**config.mk**
```make
export PLATFORM = sky130hd
export DESIGN_NAME = pcu_top
export DESIGN_NICKNAME = d
export VERILOG_FILES = /design/src/design/pcu_pkg.sv /design/src/design/pcu_top.sv
export VERILOG_INCLUDE_DIRS = /design/src /design/src/design
export SDC_FILE = /design/constraint.sdc
export NUM_CORES = 1
export LEC_CHECK = 0
export BUFFER_PORTS_ARGS = -buffer_cell sky130_fd_sc_hd__buf_4
export CORE_UTILIZATION = 56
export DETAILED_ROUTE_END_ITERATION = 10
export MAX_ROUTING_LAYER = met4
export PLACE_DENSITY = 0.81
export SYNTH_ARGS = -nofsm -noshare
export SYNTH_HDL_FRONTEND = slang
export SYNTH_SLANG_ARGS = --single-unit
```
**constraint.sdc**
```tcl
create_clock -name mclk -period 4.39 [get_ports mclk]
set_input_delay 0.878 -clock mclk [delete_from_list [all_inputs] [get_ports mclk]]
set_output_delay 0.878 -clock mclk [all_outputs]
set_load 0.02 [all_outputs]
```
**src/design/pcu_cfg.svh**
```systemverilog
// Constants of the position compare unit: register indices, masks, reset values, timing.
// Assumes the including file needs only these macros; no logic lives here.
`ifndef PCU_CFG_SVH
`define PCU_CFG_SVH

// ----------------------------------------
// Register indices (byte address = index * 4)
// ----------------------------------------
`define PCU_IDX_START     14'h0570
`define PCU_IDX_AXIS      14'h0572
`define PCU_IDX_REMAIN    14'h0574
`define PCU_IDX_CTRL      14'h0576
`define PCU_IDX_IRQ_STAT  14'h05f0
`define PCU_IDX_IRQ_MASK  14'h05f1

// ----------------------------------------
// Reset values and write masks
// ----------------------------------------
`define PCU_CTRL_RESET    32'h00640010
`define PCU_CTRL_WMASK    32'h0fff313f
`define PCU_AXIS_RESET    32'h00000000
`define PCU_REMAIN_RESET  16'h0001
`define PCU_START_RESET   16'h0000

// ----------------------------------------
// Control field codes and bit positions
// ----------------------------------------
`define PCU_RUN_BIT       0
`define PCU_CYCLE_BIT     1
`define PCU_CAPT_BIT      2
`define PCU_SRC_LO        4
`define PCU_SRC_HI        7
`define PCU_SRC_CAPT      2'h0
`define PCU_SRC_AUX       2'h1
`define PCU_SRC_PULSE     2'h2
`define PCU_SRC_MOTOR     4'h3

// ----------------------------------------
// Interrupt event bits
// ----------------------------------------
`define PCU_EV_HIT        0
`define PCU_EV_DONE       1
`define PCU_EV_REFUSE     2
`define PCU_EV_W          3

// ----------------------------------------
// Timing
// ----------------------------------------
`define PCU_CLK_NS        8
`define PCU_MS_NS         1000000

`endif

```
**src/design/pcu_pkg.sv**
```systemverilog
// Types of the position compare unit: control word layout, position bundle, engine states.
// Assumes pcu_cfg.svh supplies the numeric constants used by the design.
package pcu_pkg;

  // ----------------------------------------
  // Control word layout
  // ----------------------------------------
  typedef struct packed {
    logic [3:0]  rsv_top;
    logic [11:0] pulse_len;
    logic [1:0]  rsv_mid;
    logic [1:0]  aux_bits;
    logic [3:0]  polarity;
    logic [3:0]  source;
    logic [3:0]  func;
  } pcu_ctrl_t;

  // ----------------------------------------
  // Position feedback bundle
  // ----------------------------------------
  typedef struct packed {
    logic signed [31:0] capture_axis;
    logic signed [31:0] aux_scale;
    logic signed [31:0] pulse_cmd;
    logic signed [31:0] motor_enc;
  } pcu_pos_t;

  // ----------------------------------------
  // Compare engine states
  // ----------------------------------------
  typedef enum logic [2:0] {
    PCU_ST_IDLE = 3'b001,
    PCU_ST_LOAD = 3'b010,
    PCU_ST_CMP  = 3'b100
  } pcu_state_t;

endpackage : pcu_pkg

```
**src/design/pcu_top.sv**
```systemverilog
// Position compare unit: APB registers, compare engine over an external point array,
// timed output pulse and hand-over to the capture function.
// Assumes positions, array data and capture state come from logic on mclk.
//
// How it works
// - Axis position is signed 32-bit; writes accepted only while compare is off.
// - Writing source 3 loads axis position from motor encoder feedback.
// - Count is read-write when off, read-only remaining points when on.
// - Each compared point decrements remaining count; zero means run complete.
// - Control word is 32 bits, resets to 00640010h, legal bits within 0FFF313Fh.
// - Writing start bit 1 with remaining count above zero starts comparing.
// - Non-cyclic run clears the start bit itself when count reaches zero.
// - Start with zero count does not start and start bit reads zero.
// - While running only writing start 0 counts, and it stops the run.
// - Cycle mode reloads count, restarts at first point, start bit stays set.
// - Capture hand-over bit enables capture and reloads its count after last point, unless capture already runs.
// - Source field picks capture axis, aux scale, pulse command or motor encoder.
// - Polarity field 0 gives normally open, 1 normally closed output.
// - Output pulse lasts the pulse-length field in milliseconds.
// - Reading starts at the array start index, default 0, set only when off.
`timescale 1ns/1ps
`include "pcu_cfg.svh"

module pcu_top #(
  parameter int MS_CYCLES = `PCU_MS_NS / `PCU_CLK_NS
) (
  input  wire logic              mclk,
  input  wire logic              reset_n,
  input  wire logic              psel,
  input  wire logic              penable,
  input  wire logic              pwrite,
  input  wire logic [15:0]       paddr,
  input  wire logic [31:0]       pwdata,
  output logic      [31:0]       prdata,
  output logic                   pready,
  output logic                   pslverr,
  input  wire pcu_pkg::pcu_pos_t pos,
  output logic      [15:0]       array_index,
  input  wire logic signed [31:0] array_data,
  input  wire logic              capture_enabled,
  output logic                   capture_enable_set,
  output logic                   capture_count_load,
  output logic                   compare_out,
  output logic                   irq
);

  // ----------------------------------------
  // Registers and state
  // ----------------------------------------
  pcu_pkg::pcu_ctrl_t  ctrl;
  pcu_pkg::pcu_state_t state;
  logic signed [31:0]  axis_pos;
  logic signed [31:0]  target;
  logic        [15:0]  remain;
  logic        [15:0]  plan;
  logic        [15:0]  start_idx;
  logic        [11:0]  pulse_ms;
  logic        [16:0]  prescale;
  logic [`PCU_EV_W-1:0] irq_stat;
  logic [`PCU_EV_W-1:0] irq_mask;
  logic [`PCU_EV_W-1:0] events;
  logic signed [31:0]  sel_pos;
  logic                run;
  logic                next_run;
  logic                cycle_on;
  logic                hit;
  logic                last;
  logic                start;
  logic                refuse;
  logic                wr;
  logic                rd_setup;
  logic                mapped;
  logic [13:0]         idx;
  logic                wr_ctrl;
  logic                wr_axis;
  logic                wr_remain;
  logic                wr_start;

  // ----------------------------------------
  // Bus decode
  // ----------------------------------------
  // Zero wait states keep the slave simple; every access ends in its first access cycle
  assign idx       = paddr[15:2];
  assign mapped    = (idx == `PCU_IDX_START) || (idx == `PCU_IDX_AXIS) || (idx == `PCU_IDX_REMAIN)
                  || (idx == `PCU_IDX_CTRL) || (idx == `PCU_IDX_IRQ_STAT) || (idx == `PCU_IDX_IRQ_MASK);
  assign pready    = 1'b1;
  assign pslverr   = psel && penable && !mapped;
  assign wr        = psel && penable && pwrite && mapped;
  assign rd_setup  = psel && !penable && !pwrite;
  assign wr_ctrl   = wr && (idx == `PCU_IDX_CTRL);
  assign wr_axis   = wr && (idx == `PCU_IDX_AXIS);
  assign wr_remain = wr && (idx == `PCU_IDX_REMAIN);
  assign wr_start  = wr && (idx == `PCU_IDX_START);

  // Source selection
  always_comb begin
    case (ctrl.source[1:0])
      `PCU_SRC_CAPT:  sel_pos = pos.capture_axis;
      `PCU_SRC_AUX:   sel_pos = pos.aux_scale;
      `PCU_SRC_PULSE: sel_pos = pos.pulse_cmd;
      default:        sel_pos = pos.motor_enc;
    endcase
  end

  // ----------------------------------------
  // Run control
  // ----------------------------------------
  assign run      = ctrl.func[`PCU_RUN_BIT];
  assign cycle_on = ctrl.func[`PCU_CYCLE_BIT];
  assign hit      = (state == pcu_pkg::PCU_ST_CMP) && (sel_pos == target);
  assign last     = hit && (remain == 16'h0001);

  // Stop and completion win over a repeated start; a second 1 simply leaves the run going
  always_comb begin
    next_run = run;
    refuse   = 1'b0;
    if (!run) begin
      if (wr_ctrl && pwdata[`PCU_RUN_BIT]) begin
        next_run = (remain != 16'h0000);
        refuse   = (remain == 16'h0000);
      end
    end else if ((wr_ctrl && !pwdata[`PCU_RUN_BIT]) || (last && !cycle_on)) begin
      next_run = 1'b0;
    end
  end
  assign start = !run && next_run;

  // Control word; bit 3 is stored only
  always_ff @(posedge mclk or negedge reset_n) begin
    if (!reset_n) begin
      ctrl <= `PCU_CTRL_RESET;
    end else begin
      if (wr_ctrl) begin
        ctrl <= pwdata & `PCU_CTRL_WMASK;
      end
      ctrl.func[`PCU_RUN_BIT] <= next_run;
    end
  end

  // Axis position: follows the selected source while running
  always_ff @(posedge mclk or negedge reset_n) begin
    if (!reset_n) begin
      axis_pos <= `PCU_AXIS_RESET;
    end else if (wr_ctrl && (pwdata[`PCU_SRC_HI:`PCU_SRC_LO] == `PCU_SRC_MOTOR)) begin
      axis_pos <= pos.motor_enc;
    end else if (run) begin
      axis_pos <= sel_pos;
    end else if (wr_axis) begin
      axis_pos <= pwdata;
    end
  end

  // Remaining and planned count
  always_ff @(posedge mclk or negedge reset_n) begin
    if (!reset_n) begin
      remain <= `PCU_REMAIN_RESET;
      plan   <= `PCU_REMAIN_RESET;
    end else if (!run && wr_remain) begin
      remain <= pwdata[15:0];
      plan   <= pwdata[15:0];
    end else if (last && cycle_on) begin
      remain <= plan;
    end else if (hit) begin
      remain <= remain - 16'h0001;
    end
  end

  // Array start index
  always_ff @(posedge mclk or negedge reset_n) begin
    if (!reset_n) begin
      start_idx <= `PCU_START_RESET;
    end else if (!run && wr_start) begin
      start_idx <= pwdata[15:0];
    end
  end

  // ----------------------------------------
  // Compare engine
  // ----------------------------------------
  // One load cycle lets the array answer the new index before comparing
  always_ff @(posedge mclk or negedge reset_n) begin
    if (!reset_n) begin
      state       <= pcu_pkg::PCU_ST_IDLE;
      array_index <= 16'h0000;
      target      <= 32'sh00000000;
    end else begin
      case (state)
        pcu_pkg::PCU_ST_IDLE: begin
          if (start) begin
            array_index <= start_idx;
            state       <= pcu_pkg::PCU_ST_LOAD;
          end
        end
        pcu_pkg::PCU_ST_LOAD: begin
          target <= array_data;
          state  <= next_run ? pcu_pkg::PCU_ST_CMP : pcu_pkg::PCU_ST_IDLE;
        end
        pcu_pkg::PCU_ST_CMP: begin
          if (!next_run) begin
            state <= pcu_pkg::PCU_ST_IDLE;
          end else if (hit) begin
            array_index <= (last && cycle_on) ? start_idx : array_index + 16'h0001;
            state       <= pcu_pkg::PCU_ST_LOAD;
          end
        end
        default: state <= pcu_pkg::PCU_ST_IDLE;
      endcase
    end
  end

  // Capture hand-over pulses; skipped when capture already runs
  always_ff @(posedge mclk or negedge reset_n) begin
    if (!reset_n) begin
      capture_enable_set <= 1'b0;
      capture_count_load <= 1'b0;
    end else begin
      capture_enable_set <= last && ctrl.func[`PCU_CAPT_BIT] && !capture_enabled;
      capture_count_load <= last && ctrl.func[`PCU_CAPT_BIT] && !capture_enabled;
    end
  end

  // ----------------------------------------
  // Output pulse
  // ----------------------------------------
  // A hit during a pulse restarts it; length 0 gives no pulse
  always_ff @(posedge mclk or negedge reset_n) begin
    if (!reset_n) begin
      pulse_ms <= 12'h000;
      prescale <= 17'h00000;
    end else if (hit) begin
      pulse_ms <= ctrl.pulse_len;
      prescale <= 17'h00000;
    end else if (pulse_ms != 12'h000) begin
      if (prescale == 17'(MS_CYCLES - 1)) begin
        prescale <= 17'h00000;
        pulse_ms <= pulse_ms - 12'h001;
      end else begin
        prescale <= prescale + 17'h00001;
      end
    end
  end

  // Polarity flips the idle level of the output
  always_ff @(posedge mclk or negedge reset_n) begin
    if (!reset_n) begin
      compare_out <= 1'b0;
    end else begin
      compare_out <= (pulse_ms != 12'h000) ^ ctrl.polarity[0];
    end
  end

  // ----------------------------------------
  // Interrupts
  // ----------------------------------------
  assign events[`PCU_EV_HIT]    = hit;
  assign events[`PCU_EV_DONE]   = last && !cycle_on;
  assign events[`PCU_EV_REFUSE] = refuse;

  // Sticky status; a new event beats a write-one clear in the same cycle
  always_ff @(posedge mclk or negedge reset_n) begin
    if (!reset_n) begin
      irq_stat <= '0;
      irq_mask <= '0;
    end else begin
      irq_stat <= (irq_stat & ~((wr && (idx == `PCU_IDX_IRQ_STAT)) ? pwdata[`PCU_EV_W-1:0] : '0)) | events;
      if (wr && (idx == `PCU_IDX_IRQ_MASK)) begin
        irq_mask <= pwdata[`PCU_EV_W-1:0];
      end
    end
  end
  assign irq = |(irq_stat & irq_mask);

  // ----------------------------------------
  // Read data, captured in the setup cycle
  // ----------------------------------------
  always_ff @(posedge mclk or negedge reset_n) begin
    if (!reset_n) begin
      prdata <= 32'h00000000;
    end else if (rd_setup) begin
      case (idx)
        `PCU_IDX_START:    prdata <= {16'h0000, start_idx};
        `PCU_IDX_AXIS:     prdata <= axis_pos;
        `PCU_IDX_REMAIN:   prdata <= {16'h0000, remain};
        `PCU_IDX_CTRL:     prdata <= ctrl;
        `PCU_IDX_IRQ_STAT: prdata <= {29'h00000000, irq_stat};
        `PCU_IDX_IRQ_MASK: prdata <= {29'h00000000, irq_mask};
        default:           prdata <= 32'h00000000;
      endcase
    end
  end

  // ----------------------------------------
  // Assertions
  // ----------------------------------------
  AST_AXIS_LOCK: assert property (@(posedge mclk) disable iff (!reset_n)
    (run && wr_axis && !wr_ctrl) |=> (axis_pos == $past(sel_pos)))
    else $error("axis position written while compare runs");

  AST_ENC_LOAD: assert property (@(posedge mclk) disable iff (!reset_n)
    (wr_ctrl && pwdata[7:4] == 4'h3) |=> (axis_pos == $past(pos.motor_enc)))
    else $error("motor encoder position not loaded");

  AST_REM_RO: assert property (@(posedge mclk) disable iff (!reset_n)
    (run && wr_remain && !hit) |=> (remain == $past(remain)))
    else $error("remaining count written while running");

  AST_REM_DEC: assert property (@(posedge mclk) disable iff (!reset_n)
    (hit && remain > 16'h0001) |=> (remain == $past(remain) - 16'h0001))
    else $error("remaining count not decremented");

  AST_START: assert property (@(posedge mclk) disable iff (!reset_n)
    (!run && wr_ctrl && pwdata[0] && remain != 16'h0000) |=> (run && state == pcu_pkg::PCU_ST_LOAD))
    else $error("compare did not start");

  AST_DONE: assert property (@(posedge mclk) disable iff (!reset_n)
    (last && !cycle_on) |=> (!run && state == pcu_pkg::PCU_ST_IDLE))
    else $error("start bit not cleared at completion");

  AST_NO_START: assert property (@(posedge mclk) disable iff (!reset_n)
    (!run && wr_ctrl && pwdata[0] && remain == 16'h0000) |=> !run [*2])
    else $error("started with zero count");

  AST_REFUSE: assert property (@(posedge mclk) disable iff (!reset_n)
    (run && wr_ctrl && pwdata[0] && !(last && !cycle_on)) |=> run)
    else $error("running compare stopped by a write of one");

  AST_CYCLE: assert property (@(posedge mclk) disable iff (!reset_n)
    (last && cycle_on && !wr_ctrl && !wr_start) |=> (run && remain == $past(plan) && array_index == start_idx))
    else $error("cycle mode did not restart");

  AST_CAPT: assert property (@(posedge mclk) disable iff (!reset_n)
    (last && ctrl.func[2] && !capture_enabled) |=> (capture_enable_set && capture_count_load) ##1 !capture_enable_set)
    else $error("capture hand-over missing");

  AST_PULSE: assert property (@(posedge mclk) disable iff (!reset_n)
    (hit && ctrl.pulse_len != 12'h000) |=> (pulse_ms == $past(ctrl.pulse_len)) ##2 (compare_out != ctrl.polarity[0]))
    else $error("output pulse not started");

  AST_START_IDX: assert property (@(posedge mclk) disable iff (!reset_n)
    start |=> (array_index == $past(start_idx)))
    else $error("run did not begin at the start index");

  AST_START_LOCK: assert property (@(posedge mclk) disable iff (!reset_n)
    (run && wr_start) |=> (start_idx == $past(start_idx)))
    else $error("start index written while running");

  AST_CMP_LOAD: assert property (@(posedge mclk) disable iff (!reset_n)
    (state == pcu_pkg::PCU_ST_LOAD && next_run) |=> (state == pcu_pkg::PCU_ST_CMP && target == $past(array_data)))
    else $error("point not loaded before compare");

  AST_HIT_FLAG: assert property (@(posedge mclk) disable iff (!reset_n)
    hit |=> irq_stat[`PCU_EV_HIT])
    else $error("hit status not set");

  AST_REFUSE_FLAG: assert property (@(posedge mclk) disable iff (!reset_n)
    refuse |=> irq_stat[`PCU_EV_REFUSE])
    else $error("refused start not flagged");

  AST_CTRL_MASK: assert property (@(posedge mclk) disable iff (!reset_n)
    ((ctrl & ~`PCU_CTRL_WMASK) == 32'h00000000))
    else $error("control word holds bits outside its legal range");

  AST_CAPT_SKIP: assert property (@(posedge mclk) disable iff (!reset_n)
    capture_enabled |=> (!capture_enable_set && !capture_count_load))
    else $error("hand-over fired while capture was on");

  AST_OUT_IDLE: assert property (@(posedge mclk) disable iff (!reset_n)
    (pulse_ms == 12'h000) |=> (compare_out == $past(ctrl.polarity[0])))
    else $error("idle output level does not follow polarity");

  AST_OUT_ACTIVE: assert property (@(posedge mclk) disable iff (!reset_n)
    (pulse_ms != 12'h000) |=> (compare_out != $past(ctrl.polarity[0])))
    else $error("active output level does not follow polarity");

  AST_PULSE_TICK: assert property (@(posedge mclk) disable iff (!reset_n)
    (pulse_ms != 12'h000 && !hit && prescale == 17'(MS_CYCLES - 1)) |=> (pulse_ms == $past(pulse_ms) - 12'h001))
    else $error("pulse length not counted down per millisecond");

endmodule : pcu_top

```
==> run summary <==
run status: finished with violations
failing checks: design-rule violations
peak supply drop: 0.2151 mV
drt via density: 6.550
arrival time worst endpoint: 4.44 ns
Post-Place Cells: 1756
FP Rows: 54
worst-margin pin slew: 1.173 ns
logic gate share of total power: 8.2%
portion of the post-synthesis area used by sequential elements: 44.02%
TritonCTS buffer count: 25
Syn-to-layout area delta: 23.87%
internal power: 3.413 mW
number of instances in the synthesized netlist: 1275
leading cell type in the layout, fill and taps excluded: buf_4
initial antenna violation count: 4
number of optimization iterations in the first detailed-route pass: 10
CORE AREA: 21960 um^2
vertical die dimension: 151.9 um
clock tree from TritonCTS: built
Detailed Route WL: 40.90 mm
post-synthesis sequential element count: 221
Routed WL per cell: 22.67 um
proportion of register bits with asynchronous set or reset after synthesis: 100.0%
Finished Layout Cells: 1804
capturing element type of the critical path: flip-flop
portion of total power attributed to sequential cells: 46.1%
warning count from the yosys run: 0
syn_nets: 1494
net switching power: 1.024 mW
maximum clock skew at final layout: 0.01674 ns
Synth cell types: 65
remaining number of nets flagged by the antenna check after routing: 0
CP startpoint: ctrl[4]$_DFFE_PN1N_
net count of the finished layout: 1722
area of combinational cells with multiple inputs: 6564 um^2
max-cap viol count: 0
DRT iter0 DRCs: 1490
Hold-fix buffers, CTS: 0
number of enable flip-flop cells after synthesis: 0
H-tree levels: 1
fraction of power spent switching nets: 23.08%
I/O pin count: 268
number of cells upsized or downsized after cts: 0
total gr overflow: 0
RSZ-0062 raised after global routing: false
Final Hold Violating Endpoints: 0
top library cells by usage in the layout, fill and taps aside: buf_4 (289), dfrtp_1 (213), nand2_1 (167)
number of vias after detailed routing: 11820
Layout fillers: 1561
Register Area: 5540 um^2
total negative slack for setup checks: 0 ns
Total Die Area: 23070 um^2
Lkg Pwr: 7.134 nW
period utilization: 91.10%
hpwl dp: 30.05 mm
overall power of the completed layout: 4.437 mW
number of max-slew violations in the final report: 0
weighted congestion reported at the end of routability-driven placement: 0.9259
CTS max path bufs: 3
initial standard-cell utilization of the core: 57.30%
kind of start point of the critical path: flip-flop
first-pass GRT wire length: 63.70 mm
setup-violating endpoint count in the final report: 0
share of post-route cells with drive strength above 1: 30.46%
total global routing track utilization: 36.31%
remaining max-slew budget at the tightest pin: 21.83%
reg-to-reg startpoint: ctrl[4]$_DFFE_PN1N_
PwrDens: 284.7 nW/um^2
Residual DRC: 10
top flip-flop cell by instance count after synthesis: dfrtp_1
Clk pwr share: 45.7%
largest driver fanout on the critical path: 34
count of input and output buffers: 264
register-to-register setup slack: 0.39 ns
via count of the first global-routing pass: 11430
pin count of the biggest net entering global routing: 120
fin crit period: 4.000 ns
insertion delay of the later-clocked pin in the worst-skew pair: 0.52 ns
post-CTS setup buffer count: 0
Critical Path RT: 4.83 ns
classification of the worst-slack hold path: in2async
synthesized cell area: 12580 um^2
Clock Sink Count: 221
synthesized area per cell: 9.868 um^2
maximum clock rate: 250.0 MHz
Clk Tree Root Cell: clkbuf_16
Horiz. Die Dim: 151.9 um
clock transition at the registers of the reported paths: 0.06 ns
kind of critical path: reg2reg
## Yosys cell counts, drive strengths merged, types with 4 or more instances
cell type | n | area share [%]
dfrtp | 214 | 43
nand2 | 167 | 5.0
o21ai | 109 | 4.3
nor2 | 90 | 2.7
mux2 | 80 | 7.2
clkbuf | 71 | 2.1
a21oi | 58 | 2.3
mux2i | 48 | 3.8
xnor2 | 39 | 2.7
mux4 | 32 | 5.9
a222oi | 28 | 2.2
nand4 | 28 | 1.4
and3 | 25 | 1.2
nor3 | 25 | 0.99
inv | 24 | 0.72
buf | 21 | 1.2
nand3 | 21 | 0.84
nor4 | 16 | 0.85
o22ai | 15 | 0.75
o31ai | 14 | 0.84
a31oi | 13 | 0.65
or3 | 11 | 0.55
a32oi | 10 | 0.70
nor3b | 9 | 0.54
a22oi | 8 | 0.48
nor2b | 8 | 0.40
dfstp | 7 | 1.5
and2 | 6 | 0.32
or4 | 6 | 0.39
ha | 5 | 0.50
nand2b | 5 | 0.25
xor2 | 5 | 0.35
a211oi | 4 | 0.24
a221oi | 4 | 0.28
and4 | 4 | 0.28
nor4b | 4 | 0.28
o31a | 4 | 0.28
## flip-flops by register name, summed over array words and instances (netlist names)
signal              count
irq_stat                3
ctrl                   21
array_index            16
target                 32
axis_pos               32
prdata                 32
capture_count_load      1
prescale               17
remain                 16
compare_out             1
irq_mask                3
state                   3
plan                   16
start_idx              16
pulse_ms               12
## per-layer routing
metal  share of wire, %  global-route usage [%]
met1                 39                   47.80
met2                 47                   56.53
met3                9.3                   5.191
met4                4.4                   15.60
met5                  0                       -
## critical path, stage by stage (launching register included)
cell and delay (ns):
dfstp_2 0.55, buf_12 0.25, mux4_1 0.70, xnor2_1 0.38
nand4_1 0.18, or4_4 0.60, a2111o_1 0.69, and2_4 0.35
o22ai_1 0.19
## cell families (layout without fill, tap and decap cells)
kind of cell | after synthesis | in the layout | share of synthesized area (%)
xor+xnor | 44 | 44 | 3.063
flops | 221 | 221 | 44.02
buf+inv | 116 | 361 | 3.988
simple gates | 442 | 442 | 17.13
mux | 160 | 160 | 16.89
compound gates | 286 | 286 | 14.38
other cells | 1 | 5 | 0.02980
fa+ha+maj | 5 | 5 | 0.4972
## power by group through the flow
stage	clock network, mW	registers [mW]	logic, mW
finish	2.03	2.05	0.363
global route	2.11	2.05	0.385
CTS	2.03	2.05	0.359
detailed placement	0	2.08	0.357
global placement	0	2.08	0.352
floorplan	0	2.09	0.0943
## worst paths after layout
| kind | end | cells past startpoint |
|---|---|---|
| setup / recovery | array_index[8]$_DFFE_PN0P_ | 8 |
| hold / removal | target[7]$_DFFE_PN0P_ | 1 |
| setup reg to reg | array_index[8]$_DFFE_PN0P_ | 8 |
| hold reg to reg | prdata[31]$_DFFE_PN0P_ | 2 |
| max in group asynchronous | target[17]$_DFFE_PN0P_ | 2 |
| min in group mclk | prdata[31]$_DFFE_PN0P_ | 2 |
## per-stage QoR
step                      util, %  instance area, um^2  worst slack [ns]  hold WS (ns)
final                       70.97                15580            0.3905        0.4593
after global routing        70.97                15580            0.3309        0.5001
after CTS                   70.93                15570            0.4813        0.4747
after detailed placement    67.35                14790            0.4116        0.4623
after global placement      67.35                14790            0.4647        0.4565
after floorplan                 -                12580            0.9362        0.4460
## layout make-up
type | count | share of cell area [%]
inverters | 24 | 0.5780
flip-flops and latches | 221 | 35.55
diodes | 4 | 0.06423
clock buffers | 36 | 4.600
well taps | 280 | 2.248
repair buffers | 293 | 14.40
multi-input cells | 938 | 42.12
clock inverters | 8 | 0.4416
Power figures use the tool's default switching activity.
